==> src/mpm_pkg.sv <==
package mpm_pkg;

   // ---------------------------------------------------------------
   // register area split
   // ---------------------------------------------------------------
   localparam logic [15:0] USER_FIRST = 16'h0001;
   localparam logic [15:0] USER_LAST = 16'h0100;
   localparam logic [15:0] RSVD_LAST = 16'h0210;
   localparam logic [15:0] FIXED_BASE = 16'h0211;
   localparam logic [15:0] PNUM_FIRST = 16'h0001;

   // ---------------------------------------------------------------
   // connection handling
   // ---------------------------------------------------------------
   localparam logic [15:0] TCP_PORT = 16'h01F6;
   localparam logic [1:0] MAX_CONN = 2'h3;

   // ---------------------------------------------------------------
   // encodings
   // ---------------------------------------------------------------
   // address space of a request as delivered by the server
   typedef enum logic [1:0] {
      SP_COIL = 2'h0,
      SP_DISC = 2'h1,
      SP_INPUT = 2'h2,
      SP_HOLD = 2'h3
   } mpm_space_t;

   // size class of a parameter as reported by the store
   typedef enum logic [1:0] {
      KIND_B1 = 2'h0,
      KIND_B2 = 2'h1,
      KIND_B4 = 2'h2,
      KIND_STR = 2'h3
   } mpm_kind_t;

   typedef enum logic [1:0] {
      RT_NONE = 2'h0,
      RT_USER = 2'h1,
      RT_RSVD = 2'h2,
      RT_FIXED = 2'h3
   } mpm_route_t;

endpackage : mpm_pkg

==> src/mpm_map_if.sv <==
`timescale 1ns/1ps
interface mpm_map_if;
   logic [15:0] reg_num;
   mpm_pkg::mpm_route_t route;
   logic [15:0] pnum;
   logic second;
   mpm_pkg::mpm_kind_t kind;
   logic [31:0] data;
   logic hwf;
   logic [15:0] rd_word;

   modport dec (input reg_num, output route, output pnum, output second);
   modport pack (input kind, input data, input hwf, input second, output rd_word);
   modport core (output reg_num, output kind, output data, output hwf,
                 input route, input pnum, input second, input rd_word);
endinterface : mpm_map_if

==> src/mpm_addr_dec.sv <==
`timescale 1ns/1ps
module mpm_addr_dec (
   // decode fields
   mpm_map_if.dec m
);

   logic [15:0] off;

   // ---------------------------------------------------------------
   // area split and fixed formula
   // ---------------------------------------------------------------
   // two registers per parameter: first register is 2*(p-1)+base
   always_comb
   begin
      off = m.reg_num - mpm_pkg::FIXED_BASE;
      m.pnum = {1'b0, off[15:1]} + mpm_pkg::PNUM_FIRST;
      m.second = off[0];
      if (m.reg_num < mpm_pkg::USER_FIRST)
         m.route = mpm_pkg::RT_NONE;
      else if (m.reg_num <= mpm_pkg::USER_LAST)
         m.route = mpm_pkg::RT_USER;
      else if (m.reg_num <= mpm_pkg::RSVD_LAST)
         m.route = mpm_pkg::RT_RSVD;
      else
         m.route = mpm_pkg::RT_FIXED;
   end

endmodule : mpm_addr_dec

==> src/mpm_word_pack.sv <==
`timescale 1ns/1ps
module mpm_word_pack (
   // packing fields
   mpm_map_if.pack m
);

   // ---------------------------------------------------------------
   // value to register placement
   // ---------------------------------------------------------------
   // strings bypass word order: byte 0 is the lowest-addressed char
   always_comb
   begin
      unique case (m.kind)
         mpm_pkg::KIND_B1:
            m.rd_word = m.second ? 16'h0000 : {8'h00, m.data[7:0]};
         mpm_pkg::KIND_B2:
            m.rd_word = m.second ? 16'h0000 : m.data[15:0];
         mpm_pkg::KIND_B4:
            m.rd_word = (m.second ^ m.hwf) ? m.data[31:16] : m.data[15:0];
         mpm_pkg::KIND_STR:
            m.rd_word = m.second ? m.data[31:16] : m.data[15:0];
      endcase
   end

endmodule : mpm_word_pack

==> src/mpm_top.sv <==
`timescale 1ns/1ps
module mpm_top (
   // clock and reset
   input wire logic clk_sys_i,
   input wire logic rst_i,
   // connection management
   input wire logic conn_open_i,
   input wire logic [15:0] conn_port_i,
   input wire logic conn_close_i,
   input wire logic [7:0] max_conn_i,
   output logic conn_accept_o,
   output logic conn_refuse_o,
   output logic [1:0] conn_count_o,
   // settings
   input wire logic high_word_first_i,
   // register request from server
   input wire logic req_valid_i,
   output logic req_ready_o,
   input wire logic [1:0] req_space_i,
   input wire logic req_write_i,
   input wire logic req_last_i,
   input wire logic [15:0] req_addr_i,
   input wire logic [15:0] req_wdata_i,
   // register answer to server
   output logic rsp_valid_o,
   output logic [15:0] rsp_data_o,
   output logic rsp_err_o,
   // parameter store
   output logic st_req_o,
   output logic st_write_o,
   output logic st_user_o,
   output logic [15:0] st_index_o,
   output logic [31:0] st_wdata_o,
   input wire logic st_ack_i,
   input wire logic [1:0] st_kind_i,
   input wire logic [31:0] st_rdata_i
);

   typedef enum {S_IDLE, S_RD, S_WR, S_RSP} mpm_state_t;

   typedef struct packed {
      mpm_state_t st;
      logic [1:0] conn_cnt;
      logic accept;
      logic refuse;
      logic [15:0] addr;
      logic write;
      logic [15:0] wdata;
      logic last;
      logic rsp_err;
      logic [15:0] rsp_data;
      logic st_req;
      logic st_write;
      logic st_user;
      logic [15:0] st_index;
      logic [31:0] st_wdata;
      logic pend_valid;
      logic [15:0] pend_pnum;
      logic [15:0] pend_word;
   } mpm_core_t;

   mpm_core_t q_r;
   mpm_core_t q_nxt;
   logic take;
   logic open_ok;
   logic bad_space;
   logic rd_ack;
   mpm_pkg::mpm_kind_t kind;

   mpm_map_if m ();

   // ---------------------------------------------------------------
   // helpers
   // ---------------------------------------------------------------
   mpm_addr_dec u_dec (
      .m (m.dec)
   );

   mpm_word_pack u_pack (
      .m (m.pack)
   );

   // decode the live address while idle, the held one afterwards
   assign m.reg_num = (q_r.st == S_IDLE) ? req_addr_i : q_r.addr;
   assign kind = mpm_pkg::mpm_kind_t'(st_kind_i);
   assign m.kind = kind;
   assign m.data = st_rdata_i;
   assign m.hwf = high_word_first_i;

   assign take = req_valid_i && req_ready_o;
   assign bad_space = (req_space_i == mpm_pkg::SP_COIL) || (req_space_i == mpm_pkg::SP_DISC);
   assign rd_ack = (q_r.st == S_RD) && st_ack_i;

   // connection may open only on the service port, within both limits
   assign open_ok = conn_open_i && (conn_port_i == mpm_pkg::TCP_PORT)
                    && (max_conn_i != 8'h00)
                    && ({6'h00, q_r.conn_cnt} < max_conn_i)
                    && (q_r.conn_cnt < mpm_pkg::MAX_CONN);

   // ---------------------------------------------------------------
   // next state
   // ---------------------------------------------------------------
   always_comb
   begin
      q_nxt = q_r;
      q_nxt.accept = open_ok;
      q_nxt.refuse = conn_open_i && !open_ok;
      if (open_ok && !(conn_close_i && q_r.conn_cnt != 2'h0))
         q_nxt.conn_cnt = q_r.conn_cnt + 2'h1;
      else if (!open_ok && conn_close_i && q_r.conn_cnt != 2'h0)
         q_nxt.conn_cnt = q_r.conn_cnt - 2'h1;
      unique case (q_r.st)
         S_IDLE:
         begin
            if (take)
            begin
               q_nxt.addr = req_addr_i;
               q_nxt.write = req_write_i;
               q_nxt.wdata = req_wdata_i;
               q_nxt.last = req_last_i;
               q_nxt.rsp_err = 1'b0;
               q_nxt.rsp_data = 16'h0000;
               q_nxt.st_index = m.pnum;
               q_nxt.st_user = 1'b0;
               q_nxt.st_write = 1'b0;
               q_nxt.st_wdata = {16'h0000, req_wdata_i};
               if (bad_space || m.route == mpm_pkg::RT_NONE)
               begin
                  q_nxt.rsp_err = 1'b1;
                  q_nxt.st = S_RSP;
               end
               else if (m.route == mpm_pkg::RT_RSVD)
                  q_nxt.st = S_RSP; // reserved area: reads zero, writes dropped
               else if (m.route == mpm_pkg::RT_USER)
               begin
                  // the user map owns placement of its registers
                  q_nxt.st_user = 1'b1;
                  q_nxt.st_index = req_addr_i - mpm_pkg::USER_FIRST;
                  q_nxt.st_write = req_write_i;
                  q_nxt.st_req = 1'b1;
                  q_nxt.st = req_write_i ? S_WR : S_RD;
               end
               else
               begin
                  // element and fragment numbers are plain parameter numbers
                  q_nxt.st_req = 1'b1;
                  q_nxt.st = S_RD;
               end
            end
         end
         S_RD:
         begin
            if (st_ack_i)
            begin
               q_nxt.st_req = 1'b0;
               q_nxt.st = S_RSP;
               if (q_r.st_user)
                  q_nxt.rsp_data = st_rdata_i[15:0];
               else if (!q_r.write)
                  q_nxt.rsp_data = m.rd_word; // whole-array number sees 4 bytes
               else if (kind == mpm_pkg::KIND_B1 && !m.second)
               begin
                  q_nxt.st_wdata = {24'h000000, q_r.wdata[7:0]};
                  q_nxt.st_write = 1'b1;
               end
               else if (kind == mpm_pkg::KIND_B2 && !m.second)
               begin
                  q_nxt.st_wdata = {16'h0000, q_r.wdata};
                  q_nxt.st_write = 1'b1;
               end
               else if (kind == mpm_pkg::KIND_B1 || kind == mpm_pkg::KIND_B2)
                  q_nxt.pend_valid = 1'b0; // unused second register ignores write
               else if (!m.second)
               begin
                  // hold the first half; nothing reaches the store yet
                  q_nxt.pend_valid = 1'b1;
                  q_nxt.pend_pnum = m.pnum;
                  q_nxt.pend_word = q_r.wdata;
               end
               else if (q_r.pend_valid && q_r.pend_pnum == m.pnum)
               begin
                  q_nxt.st_write = 1'b1; // both halves in one request
                  q_nxt.pend_valid = 1'b0;
                  if (kind == mpm_pkg::KIND_STR || !high_word_first_i)
                     q_nxt.st_wdata = {q_r.wdata, q_r.pend_word};
                  else
                     q_nxt.st_wdata = {q_r.pend_word, q_r.wdata};
               end
               else
                  q_nxt.pend_valid = 1'b0; // lone second half is dropped
               if (q_nxt.st_write)
               begin
                  q_nxt.st_req = 1'b1;
                  q_nxt.st = S_WR;
               end
            end
         end
         S_WR:
         begin
            if (st_ack_i)
            begin
               q_nxt.st_req = 1'b0;
               q_nxt.st_write = 1'b0;
               q_nxt.st = S_RSP;
            end
         end
         S_RSP:
         begin
            // a half left over at the end of a request never commits
            if (q_r.last)
               q_nxt.pend_valid = 1'b0;
            q_nxt.st_write = 1'b0;
            q_nxt.st = S_IDLE;
         end
      endcase
   end

   // ---------------------------------------------------------------
   // state register
   // ---------------------------------------------------------------
   always_ff @(posedge clk_sys_i)
   begin
      if (rst_i)
      begin
         q_r <= '0;
         q_r.st <= S_IDLE;
      end
      else
         q_r <= q_nxt;
   end

   // ---------------------------------------------------------------
   // outputs
   // ---------------------------------------------------------------
   assign req_ready_o = (q_r.st == S_IDLE);
   assign rsp_valid_o = (q_r.st == S_RSP);
   assign rsp_data_o = q_r.rsp_data;
   assign rsp_err_o = q_r.rsp_err;
   assign conn_accept_o = q_r.accept;
   assign conn_refuse_o = q_r.refuse;
   assign conn_count_o = q_r.conn_cnt;
   assign st_req_o = q_r.st_req;
   assign st_write_o = q_r.st_write;
   assign st_user_o = q_r.st_user;
   assign st_index_o = q_r.st_index;
   assign st_wdata_o = q_r.st_wdata;
endmodule : mpm_top

==> config.mk <==
export PLATFORM = sky130hd
export DESIGN_NAME = mpm_top
export DESIGN_NICKNAME = d
export VERILOG_FILES = /design/src/mpm_pkg.sv /design/src/mpm_map_if.sv /design/src/mpm_addr_dec.sv /design/src/mpm_word_pack.sv /design/src/mpm_top.sv
export SDC_FILE = /design/constraint.sdc
export NUM_CORES = 1
export LEC_CHECK = 0
export BUFFER_PORTS_ARGS = -buffer_cell sky130_fd_sc_hd__buf_2
export CAP_MARGIN = 20
export CELL_PAD_IN_SITES_DETAIL_PLACEMENT = 0
export CELL_PAD_IN_SITES_GLOBAL_PLACEMENT = 2
export CORE_ASPECT_RATIO = 1.5
export CORE_UTILIZATION = 30
export CTS_BUF_LIST = sky130_fd_sc_hd__clkbuf_2 sky130_fd_sc_hd__clkbuf_4 sky130_fd_sc_hd__clkbuf_8
export DETAILED_ROUTE_END_ITERATION = 8
export PLACE_DENSITY = 0.83
export SYNTH_ARGS = -nofsm -noshare
export SYNTH_HDL_FRONTEND = slang
export SYNTH_SLANG_ARGS = --single-unit
export TNS_END_PERCENT = 50
==> constraint.sdc <==
create_clock -name clk_sys_i -period 5.9 [get_ports clk_sys_i]
set_input_delay 0.295 -clock clk_sys_i [delete_from_list [all_inputs] [get_ports clk_sys_i]]
set_output_delay 0.295 -clock clk_sys_i [all_outputs]
set_load 0.01 [all_outputs]
Yosys cells after proc, flatten, opt, wreduce, memory -nomap -nowiden
Cells that the tools add are included.

Add/sub/neg operators: 5. Multiply operators: 0. Div/mod/pow operators: 0. $lt $le $gt $ge: 5. Eq/ne operators: 26. Shift operators: 0. Multiplexer cells: 60. Bitwise operators: 6. Reduce and logical (&&, ||, !) cells: 39.

Operator list (number): $mux W32 (13); $mux W65 (3); $pmux W32 S4 (1); $mux W16 (6); $mux W67 (1); $mux W33 (2); $eq A32 B2 Y1 const B (2); $logic_not A32 Y1 (2); $pmux W16 S4 (1); $pmux W32 S2 (1); $mux W19 (2); $mux W18 (2); $eq A32 B1 Y1 const B (1); $eq A32 B3 Y1 const B (1); $pmux W16 S2 (1); $ne A2 B2 Y1 const B (10); $add A15 B1 Y16 const B (1); $eq A16 B16 Y1 (1); $eq A16 B9 Y1 const B (1); $le A16 B10 Y1 const B (1); $le A16 B9 Y1 const B (1); $lt A16 B1 Y1 const B (1); $mux W1 (16); $reduce_and A8 Y1 (2); other kinds (30) (68).

Register bits: 171. Bits in latches: 0. Bits in writable memories: 0. Memory bits (read-only): 0. Input port bits: 101. Output and inout port bits: 74. Word-level logic and storage cells: 159. Memories kept: 0.

Logic depth before layout (Yosys ltp)
Gate-level depths: netlist of run 1.

Depth after elaboration: 18. Depth in mapped cells: 23. Gate-level depth less buffers: 16.

Cells and area by module
A second synthesis of run 1 with hierarchy kept.

Cells, all modules: 1169. Area, all modules: 9250.1 um^2.

By module, submodules not included: mpm_top (instances 1, cells each 956, area each 7721.2 um^2, seq. area each 2822.7 um^2); mpm_addr_dec (instances 1, cells each 123, area each 900.9 um^2, seq. area each 0.0 um^2); mpm_word_pack (instances 1, cells each 90, area each 628.1 um^2, seq. area each 0.0 um^2).

Worst setup path after synthesis of run 1
No wires, ideal clock.

Kind: register -> register. Start point: register q_r[139] (netlist bit). End point: register q_r (netlist bit st_wdata_o[28]). Library setup time: 123 ps. Arrival time: 5477 ps. Data required time: 5777 ps. Path slack: 300 ps. Cell stages (with the launch flop): 23. Path buffers: 7. Period minus slack after synthesis: 5600 ps. Cell sequence: dfxtp_1 inv_1 ha_1 buf_6 buf_8 buf_6 buf_6 mux2i_1 ha_1 or4b_2 a21oi_2 nor2_1 a211o_1 buf_2 o31a_1 nor3_2 o2111ai_1 or4_4 nor4_4 or2_1 buf_4 buf_6 mux2_1.

Cells in the longest elaborated chain, start to end: 11. Elaborated cells between the ends (all ways): 27. Classes of those cells: 2 x add/sub; 9 x eq/ne; 7 x mux; 9 x reduce/logical.

RTL lines: start, declared (line mpm_top.sv:62) `mpm_core_t q_r;`; start signal, assigned (line mpm_top.sv:229) `q_r <= q_nxt;`; $logic_not A32 Y1 * (line mpm_top.sv:235) `assign req_ready_o = (q_r.st == S_IDLE);`; via req_ready_o (line mpm_top.sv:18) `output logic req_ready_o,`; parallel branches: the longest is 10 deep, another holds $sub A16 B10 Y16.

Mark *: on every way through the listed nets, which the timed path passes. The select of a mux whose other input is x is not followed. A chain may end at the register's enable or synchronous reset.

Worst setup path in the final report of run 1
Start point: register q_r[139] (netlist bit). End point: register q_r (netlist bit st_wdata_o[14]).

Cells in the longest elaborated chain, start to end: 11. Elaborated cells between the ends (all ways): 27. Classes of those cells: 2 x add/sub; 9 x eq/ne; 7 x mux; 9 x reduce/logical.

RTL lines: parallel branches: the longest is 11 deep, another holds $sub A16 B10 Y16.

Parallel ways; which one is timed is not known. The select of a mux whose other input is x is not followed.

==> run_results.csv, run 1 <==
group,metric,value,unit
place,dpl-instance-area,9280,um2
route,dr.pass1.iters,5,
cts,cts_max_level,4,
global_routing,overflow,0,
die,rows,75,
critical_path,endpoint_kind,"flip-flop",
sta,period_minus_slack,5.36,ns
critical_path,start_kind,"flip-flop",
cts,clk_root_buffer_cell,"clkbuf_8",
route,drtIter0Drc,533,
global_routing,grt_pass1_wl,41100,um
cts,clk_latency,0.47,ns
cells_and_area,final_area,9690,um2
route,wl_per_cell,16.9,um
cells_and_area,post_route_cells_drive_above_1_share,0.213,
route,drc,0,
critical_path,required,6.20,ns
logic_synthesis,syn-cell-area,8660,um2
global_routing,grt_pass1_vias,7657,
worst_hold_path,holdPathStages,2,
die,die_h,210,um
cts,cts_tree,"yes",
run,maxCapViolations,0,
sta,setup_violations,0,
sta,clock_skew,0.0134,ns
sta,rsz0062_at_grt,"no",
sta,slew_violations,0,
critical_path,rr_endpoint,"st_wdata_o[14]",
place,place_worst_setup_slack,0.521,ns
cts,cts_buffers,17,
cells_and_area,finalNetCount,1304,
route,route.vias.total,7902,
global_routing,grt_max_degree,92,
logic_synthesis,yosysSeqAreaShare,0.326,
sta,fin_ws,0.545,ns
outcome,status,"completed",
logic_synthesis,avgSynthCellArea,7.72,um2
place,numPortBuffers,173,
cts,clk_pin_slew,0.09,ns
route,totalWireLength,26300,um
critical_path,reg2reg_slack,0.54,ns
die,die_w,141,um
power,leakage,3.76,nW
logic_synthesis,yosys-top-cells-area,"dfxtp_1 33%, a21oi_1 8.5%, nand2_1 8.2%",
cts,cts_buffer_depth,2,
power,p_per_area,463,nW/um2
logic_synthesis,syn_inst,1121,
worst_hold_path,holdPathEnd,"rsp_err_o",
logic_synthesis,synth_edf_count,0,
cts,cts.sinks,141,
logic_synthesis,synthDistinctLibCells,77,
place,place_congestion,0.828,
cts,cts_resized,0,
power,peakVddDrop,0.192,mV
logic_synthesis,ys_seq_elements,141,
logic_synthesis,synthArstFlopShare,0,
critical_path,crit_path_max_fanout,23,
global_routing,grt_use_total,0.180,
critical_path,reg2reg_from,"q_r[139]",
worst_hold_path,hold_start,"req_space_i[1]",
route,viasPerCell,5.08,
sta,hold_viol,0,
cts,cts_setup_buffers,0,
cells_and_area,area_delta_synth_final,11.9,%
die,ios,175,
logic_synthesis,yosys.area.top_type,"dfxtp_1",
die,initial_core_util,0.308,
critical_path,cp.arrival,5.65,ns
die,dieArea,29600,um2
sta,fin_crit_sh,0.908,
worst_hold_path,hold_path.class,"input port to flip-flop",
sta,finalSetupTns,0,ns
critical_path,r2r_cells,17,
logic_synthesis,synth.net_count,1231,
route,antenna_left,0,
critical_path,path_class,"flip-flop to flip-flop",
global_routing,antenna_found_initial,2,
sta,max_freq,187,MHz
logic_synthesis,synth_warnings,0,
cts,postCtsHoldBufs,0,
sta,max_slew.worst_pin.slew,1.04,ns
place,dp_hpwl,18800,um
sta,slew_headroom,0.306,
die,core_area,28200,um2
cells_and_area,fill_cells,3054,
logic_synthesis,synthDominantCellAreaShare,0.326,
power,power,0.00448,W
logic_synthesis,synth_flop_cell,"dfxtp_1",
==> metal layers <==
metal / wire, um / share of wire / vias to the layer above / GRT usage
met1: 10900 / 0.42 / 3701 / 0.198
li1: - / - / 4001 / -
met2: 13900 / 0.53 / 159 / 0.339
met4: 714 / 0.027 / 0 / 0.0787
met3: 764 / 0.029 / 41 / 0.0266
met5: 0 / 0 / - / 0
==> stage by stage <==
| step | hold WS (ns) | std cells | util |
|---|---|---|---|
| 2_1_floorplan | 0.404 | 1121 | - |
| 3_3_place_gp | 0.445 | 1521 | 0.330 |
| 3_5_place_dp | 0.453 | 1521 | 0.330 |
| 4_1_cts | 0.0326 | 1553 | 0.344 |
| 5_1_grt | 0.0597 | 1555 | 0.344 |
| 6_report | 0.0745 | 1555 | 0.344 |
==> power by group <==
group	leakage [nW]	switching (W)	internal, W
registers	1.15	0.000100	0.00110
clock network	0.198	0.000406	0.000399
logic	2.41	0.00155	0.000933
total	3.76	0.00205	0.00243
==> synthesized netlist by cell type, types with 4 or more instances <==
cell type and instances:
a21oi_1 147, nand3_1 9, a31oi_1 4, nor3_2 5
nor4_1 10, inv_1 16, a22oi_1 20, nor2b_1 18
mux2_2 4, ha_1 9, dfxtp_1 141, a211oi_1 37
nor2_1 126, buf_4 68, or3_1 7, o21a_1 4
mux2_1 14, nand2_1 189, nand4b_1 4, and2_1 6
nor3_1 36, nand2b_1 8, xnor2_1 32, o21ai_0 10
and3_1 4, mux2i_1 24, o211ai_1 4, buf_6 4
clkbuf_1 54, or4_1 5, xor2_1 14, nand3b_1 4
==> worst max-delay path by stage <==
stage,start,to,slack (ns)
after floorplan,q_r[139],st_wdata_o[28],0.30
after global placement,q_r[139],st_wdata_o[12],0.67
after detailed placement,q_r[139],st_wdata_o[14],0.52
after CTS,q_r[139],st_wdata_o[14],0.51
after global routing,q_r[139],st_wdata_o[13],0.16
final,q_r[139],st_wdata_o[14],0.54
==> critical path, cell delays in order (launching register included) <==
cell and delay (ns):
dfxtp_1 0.36, inv_1 0.10, ha_2 0.43, mux2i_1 0.32, ha_1 0.28, or4b_2 0.63, a21oi_2 0.22, nor2_1 0.11
a211o_1 0.43, nor4b_4 0.54, xnor2_1 0.20, nor4b_1 0.29, o2111ai_1 0.23, nor4_4 0.28, or2_1 0.13, buf_4 0.29
buf_4 0.24, a211oi_1 0.08
==> cell type report <==
type,count,area (um2),share of cell area
inverters,16,60.1,0.00620
multi-input cells,833,4990,0.515
flip-flops and latches,141,2820,0.291
repair buffers,185,971,0.100
clock inverters,13,141,0.0146
clock buffers,19,262,0.0270
diodes,2,5.00,0.000517
well taps,346,433,0.0447
==> cell usage in the layout (no fill, tap or decap), drive strengths merged, types with 7 or more instances in the layout <==
cell	Yosys	final
buf	77	185
nor2	126	126
clkbuf	54	19
dfxtp	141	141
nand2b	8	8
or3	7	7
a21oi	150	150
a211oi	37	37
nand2	189	189
mux2i	26	26
ha	9	9
o21ai	14	14
nor3	41	41
nor2b	18	18
nand3	9	9
xnor2	33	33
nor4	13	13
mux2	19	19
a22oi	20	20
xor2	15	15
clkinv	0	7
inv	16	17
==> kinds of logic after synthesis <==
logic type	after synthesis	share of synthesized area
buf+inv	147	0.0997
compound gates	273	0.198
fa+ha+maj	9	0.0130
flops	141	0.326
simple gates	456	0.250
xor+xnor	50	0.0568
mux	45	0.0561
==> state kept, by name, summed over array words and instances, names as in the netlist <==
name,count
conn_accept_o,1
conn_count_o,2
st_wdata_o,32
rsp_data_o,16
st_write_o,1
st_user_o,1
rsp_err_o,1
st_index_o,16
q_r,69
st_req_o,1
conn_refuse_o,1
(Power assumes the default switching activity.)
==> inputs of run 2 (changes only) <==
--- a/constraint.sdc
+++ b/constraint.sdc
@@ -3,2 +3,2 @@
 set_output_delay 0.295 -clock clk_sys_i [all_outputs]
-set_load 0.01 [all_outputs]
+set_load 0.1 [all_outputs]
==> run 2 against run 1 <==
Combinational power increased by 30%. Utilization about the same. Sequential share of layout area about the same. Count of clock-buffer cells in the layout increased by 1. Worst hold slack got worse by 0.0068 ns. Non-clock buffer count increased by 3. Design area about the same. Register-to-register slack got worse by 0.11 ns. Via count increased by 0.15%. Global-route usage increased by 0.86 points. Wire length increased by 4.8%. First-iteration DRC count increased by 12%.
==> run_results.csv, run 2 (synthesis gave the netlist of run 1 again) <==
group,metric,value,unit
die,dieArea,29600,um2
sta,slew_headroom,0.320,
sta,clock_skew,0.0145,ns
route,totalWireLength,27500,um
place,numPortBuffers,173,
global_routing,grt_use_total,0.189,
cells_and_area,final_common_cell,"nand2_1",
critical_path,reg2reg_slack,0.44,ns
die,ios,175,
critical_path,endpoint,"st_wdata_o[17]",
sta,fin_ws,0.440,ns
worst_hold_path,hold_path.class,"input port to flip-flop",
critical_path,crit_path_max_incr_delay,0.65,ns
die,die_h,210,um
die,die_w,141,um
cts,cts_buffers,17,
sta,hold_viol,0,
sta,max_slew.worst_pin.slew,1.02,ns
cts,cts_resized,0,
sta,max_freq,183,MHz
route,dr.pass1.iters,7,
cts,cts_tree,"yes",
die,core_area,28200,um2
cts,cts.sinks,141,
cts,clk_pin_slew,0.09,ns
die,initial_core_util,0.308,
cts,clk_latency,0.47,ns
place,place_worst_setup_slack,0.542,ns
critical_path,cp.arrival,5.82,ns
power,p_per_area,538,nW/um2
critical_path,reg2reg_from,"q_r[139]",
place,place_congestion,0.877,
power,peakVddDrop,0.280,mV
route,drc,0,
power,power,0.00522,W
route,wl_per_cell,17.7,um
sta,setup_violations,0,
global_routing,grt_max_degree,85,
sta,slew_violations,0,
cells_and_area,area_delta_synth_final,12.0,%
sta,period_minus_slack,5.46,ns
cts,cts_buffer_depth,2,
critical_path,start_kind,"flip-flop",
global_routing,antenna_found_initial,0,
global_routing,grt_pass1_wl,42900,um
critical_path,r2r_cells,16,
sta,rsz0062_at_grt,"no",
critical_path,path_class,"flip-flop to flip-flop",
outcome,status,"completed",
route,viasPerCell,5.08,
sta,finalSetupTns,0,ns
die,rows,75,
place,dp_hpwl,20000,um
critical_path,crit_chain,"inv_1 > ha_4 > mux2i_1 > ha_1 > or4b_2 > a21oi_2 > o221ai_1 > a32o_1 > xnor2_1 > nor4_1 > o2111ai_1 > or4_4 > nor4_4 > or2_1 > buf_4 > mux2_2",
global_routing,grt_pass1_vias,7716,
cts,clk_root_buffer_cell,"clkbuf_8",
sta,fin_crit_sh,0.925,
global_routing,overflow,0,
cells_and_area,largest_register_ffs,69,
critical_path,crit_path_max_fanout,32,
route,drtIter0Drc,596,
cells_and_area,regMostFlops,"q_r",
cts,cts_max_level,4,
critical_path,rr_endpoint,"st_wdata_o[17]",
cells_and_area,finalNetCount,1307,
critical_path,required,6.26,ns
critical_path,endpoint_kind,"flip-flop",
route,route.vias.total,7914,
cts,postCtsHoldBufs,0,
power,leakage,3.77,nW
route,antenna_left,0,
critical_path,crit_start,"q_r[139]",
run,maxCapViolations,0,
critical_path,crit_slowest_cell,"or4b_2",
cells_and_area,post_route_cells_drive_above_1_share,0.215,
sta,fin_hold_ws,0.0677,ns
cells_and_area,layout_common_cells,"188 x nand2_1, 172 x buf_2, 146 x a21oi_1, 141 x dfxtp_1, 125 x nor2_1",
cts,cts_setup_buffers,0,
run 2: changes by cell type in the layout (fill, tap and decap cells not counted), moves of 2 or more:
| cell | delta |
|---|---|
| buf_4 | +4 |
| clkinv_4 | -2 |
| inv_8 | +2 |
| clkinv_2 | -2 |
| inv_6 | +3 |
run 2: per-layer routing:
layer,GRT usage,vias to the layer above,part of all wire
li1,-,4003,-
met1,0.203,3715,0.40
met2,0.364,167,0.54
met3,0.0291,29,0.031
met4,0.0727,0,0.025
met5,0,-,0
run 2: worst min path at each step:
stage,start,end,slack [ns],cells past startpoint
final,req_wdata_i[9],q_r[111],0.07,3
after global placement,st_index_o[9],st_index_o[9],0.44,2
after CTS,req_wdata_i[9],q_r[111],0.03,3
after floorplan,req_space_i[1],rsp_err_o,0.40,1
after global routing,req_wdata_i[0],q_r[102],0.05,3
after detailed placement,st_index_o[9],st_index_o[9],0.45,2
run 2: per-stage QoR:
step / instance area (um2) / util / std cells
detailed placement: 9300 / 0.330 / 1524
finish: 9700 / 0.344 / 1557
global route: 9690 / 0.344 / 1556
CTS: 9690 / 0.344 / 1556
global placement: 9300 / 0.330 / 1524
floorplan: 8670 / - / 1121
run 2: critical path, delay by kind of cell, from the launching register on:
kind,cells,cell delay [ns]
buffers and inverters,2,0.47
AO/OA/AOI/OAI,4,0.94
adder cells (fa/ha/maj),2,0.66
AND/OR/NAND/NOR,5,2.03
multiplexers,2,0.67
XOR/XNOR,1,0.17
flip-flops,1,0.36
run 2: cell type report:
cell class | instances | area (um2)
multi-input cells | 833 | 5000
flip-flops and latches | 141 | 2820
inverters | 16 | 60.1
clock inverters | 12 | 125
diodes | 1 | 2.50
fillers | 3063 | 18500
well taps | 346 | 433
clock buffers | 20 | 269
repair buffers | 188 | 981
run 2: report_power, final:
group	switching (W)	total, W	internal [W]	leakage [nW]
clock	0.000422	0.000794	0.000371	0.198
combinational	0.00227	0.00322	0.000955	2.42
sequential	0.000102	0.00120	0.00110	1.15
==> inputs of run 3 (changes only) <==
- REMOVE_ABC_BUFFERS: default -> 1
- SLEW_MARGIN: default -> 20
==> run 3 against run 2 <==
Power fell by 1.7%. Highest routed layer unchanged. Final cell count fell by 0.32%. Sequential share of layout area is 0.11 points higher. Non-clock buffer count is 5 lower. Critical endpoint is now st_wdata_o[25]. Worst setup slack gained 0.23 ns. Clock skew fell by 0.0016 ns.
==> run_results.csv, run 3 (synthesis gave the netlist of run 1 again) <==
group,metric,value,unit
cts,cts_buffer_depth,2,
cts,clk_pin_slew,0.08,ns
worst_hold_path,hold_path.class,"input port to flip-flop",
route,route.vias.total,7884,
global_routing,overflow,0,
sta,period_minus_slack,5.23,ns
route,viasPerCell,5.08,
power,leakage,3.75,nW
critical_path,start_kind,"flip-flop",
critical_path,reg2reg_slack,0.67,ns
cells_and_area,regArea,2820,um2
sta,slew_headroom,0.356,
critical_path,endpoint_kind,"flip-flop",
global_routing,grt_pass1_wl,41000,um
cts,clk_latency,0.49,ns
place,dpl-instance-area,9280,um2
cells_and_area,multi_input_area,4990,um2
die,initial_core_util,0.308,
place,place_worst_setup_slack,0.700,ns
cells_and_area,final_common_cell,"nand2_1",
route,drtIter0Drc,394,
place,numPortBuffers,173,
cells_and_area,layout_common_cells,"188 x nand2_1, 172 x buf_2, 147 x a21oi_1, 141 x dfxtp_1, 124 x nor2_1",
critical_path,crit_path_max_fanout,48,
cells_and_area,post_route_cells_drive_above_1_share,0.211,
global_routing,antenna_found_initial,2,
sta,rsz0062_at_grt,"no",
sta,hold_viol,0,
critical_path,path_class,"flip-flop to flip-flop",
sta,fin_ws,0.667,ns
route,totalWireLength,25800,um
critical_path,required,6.27,ns
die,die_w,141,um
die,rows,75,
place,place_congestion,0.811,
cts,cts_tree,"yes",
power,peakVddDrop,0.190,mV
cells_and_area,fill_cells,3034,
route,antenna_left,0,
route,dr.pass1.iters,5,
cells_and_area,area_delta_synth_final,11.6,%
route,wl_per_cell,16.6,um
die,ios,175,
global_routing,grt_use_total,0.179,
sta,slew_violations,0,
place,dp_hpwl,18200,um
sta,max_slew.worst_pin.slew,0.962,ns
cts,cts_max_level,4,
route,drc,0,
cts,cts_setup_buffers,0,
sta,fin_crit_sh,0.887,
global_routing,grt_max_degree,81,
die,die_h,210,um
global_routing,grt_pass1_vias,7681,
cells_and_area,finalNetCount,1302,
sta,clock_skew,0.0129,ns
sta,max_freq,191,MHz
die,core_area,28200,um2
power,p_per_area,531,nW/um2
cells_and_area,regMostFlops,"q_r",
outcome,status,"completed",
cts,cts_resized,0,
cts,postCtsHoldBufs,0,
sta,setup_violations,0,
cts,cts.sinks,141,
cells_and_area,largest_register_ffs,69,
cells_and_area,final_area,9660,um2
critical_path,cp.arrival,5.61,ns
cts,clk_root_buffer_cell,"clkbuf_8",
run,maxCapViolations,0,
cts,cts_buffers,17,
die,dieArea,29600,um2
run 3: where the power goes:
group / total, W / switching (W) / internal [W] / leakage [nW]
Clock: 0.000786 / 0.000402 / 0.000384 / 0.194
Combinational: 0.00314 / 0.00222 / 0.000921 / 2.41
Sequential: 0.00120 / 0.000104 / 0.00110 / 1.15
run 3: worst paths after layout:
check | cells after the start | end | from
worst max-delay path | 17 | st_wdata_o[25] | q_r[139]
worst min-delay path | 3 | q_r[114] | req_wdata_i[12]
worst max register to register | 17 | st_wdata_o[25] | q_r[139]
worst min register to register | 2 | st_index_o[9] | st_index_o[9]
run 3: final cells by class:
type	instances	area share
multi-input combinational	833	0.517
inverter	16	0.00622
antenna	2	0.000518
timing repair buffer	183	0.100
clock buffer	19	0.0264
clock inverter	12	0.0127
sequential	141	0.292
tap	346	0.0448
run 3: routing by layer:
layer  GRT usage  wire length [um]  vias up
met4      0.0817               720        0
met2       0.336             13700      165
li1            -                 -     3994
met5           0                 0        -
met3      0.0289               861       31
met1       0.196             10500     3694
run 3: stage by stage:
step / setup TNS (ns) / hold slack [ns] / utilization / cells / power [W]
floorplan: -47.78 / 0.364 / - / 990 / 0.00367
global placement: 0 / 0.446 / 0.330 / 1519 / 0.00437
detailed placement: 0 / 0.457 / 0.330 / 1519 / 0.00438
CTS: 0 / 0.00393 / 0.343 / 1550 / 0.00519
global route: 0 / 0.0289 / 0.343 / 1552 / 0.00548
finish: 0 / 0.0531 / 0.343 / 1552 / 0.00513
run 3: critical path, cell delays in order (launching register included):
cell and delay (ns):
dfxtp_1 0.36, inv_1 0.09, ha_2 0.22, buf_12 0.26
mux2i_1 0.23, ha_1 0.27, or4b_2 0.64, a21oi_2 0.22
nor2_1 0.10, a211o_1 0.43, nor4b_4 0.55, xnor2_1 0.21
nor4b_1 0.27, o2111ai_1 0.21, nor4_4 0.28, or2_1 0.18
buf_12 0.21, mux2_1 0.35
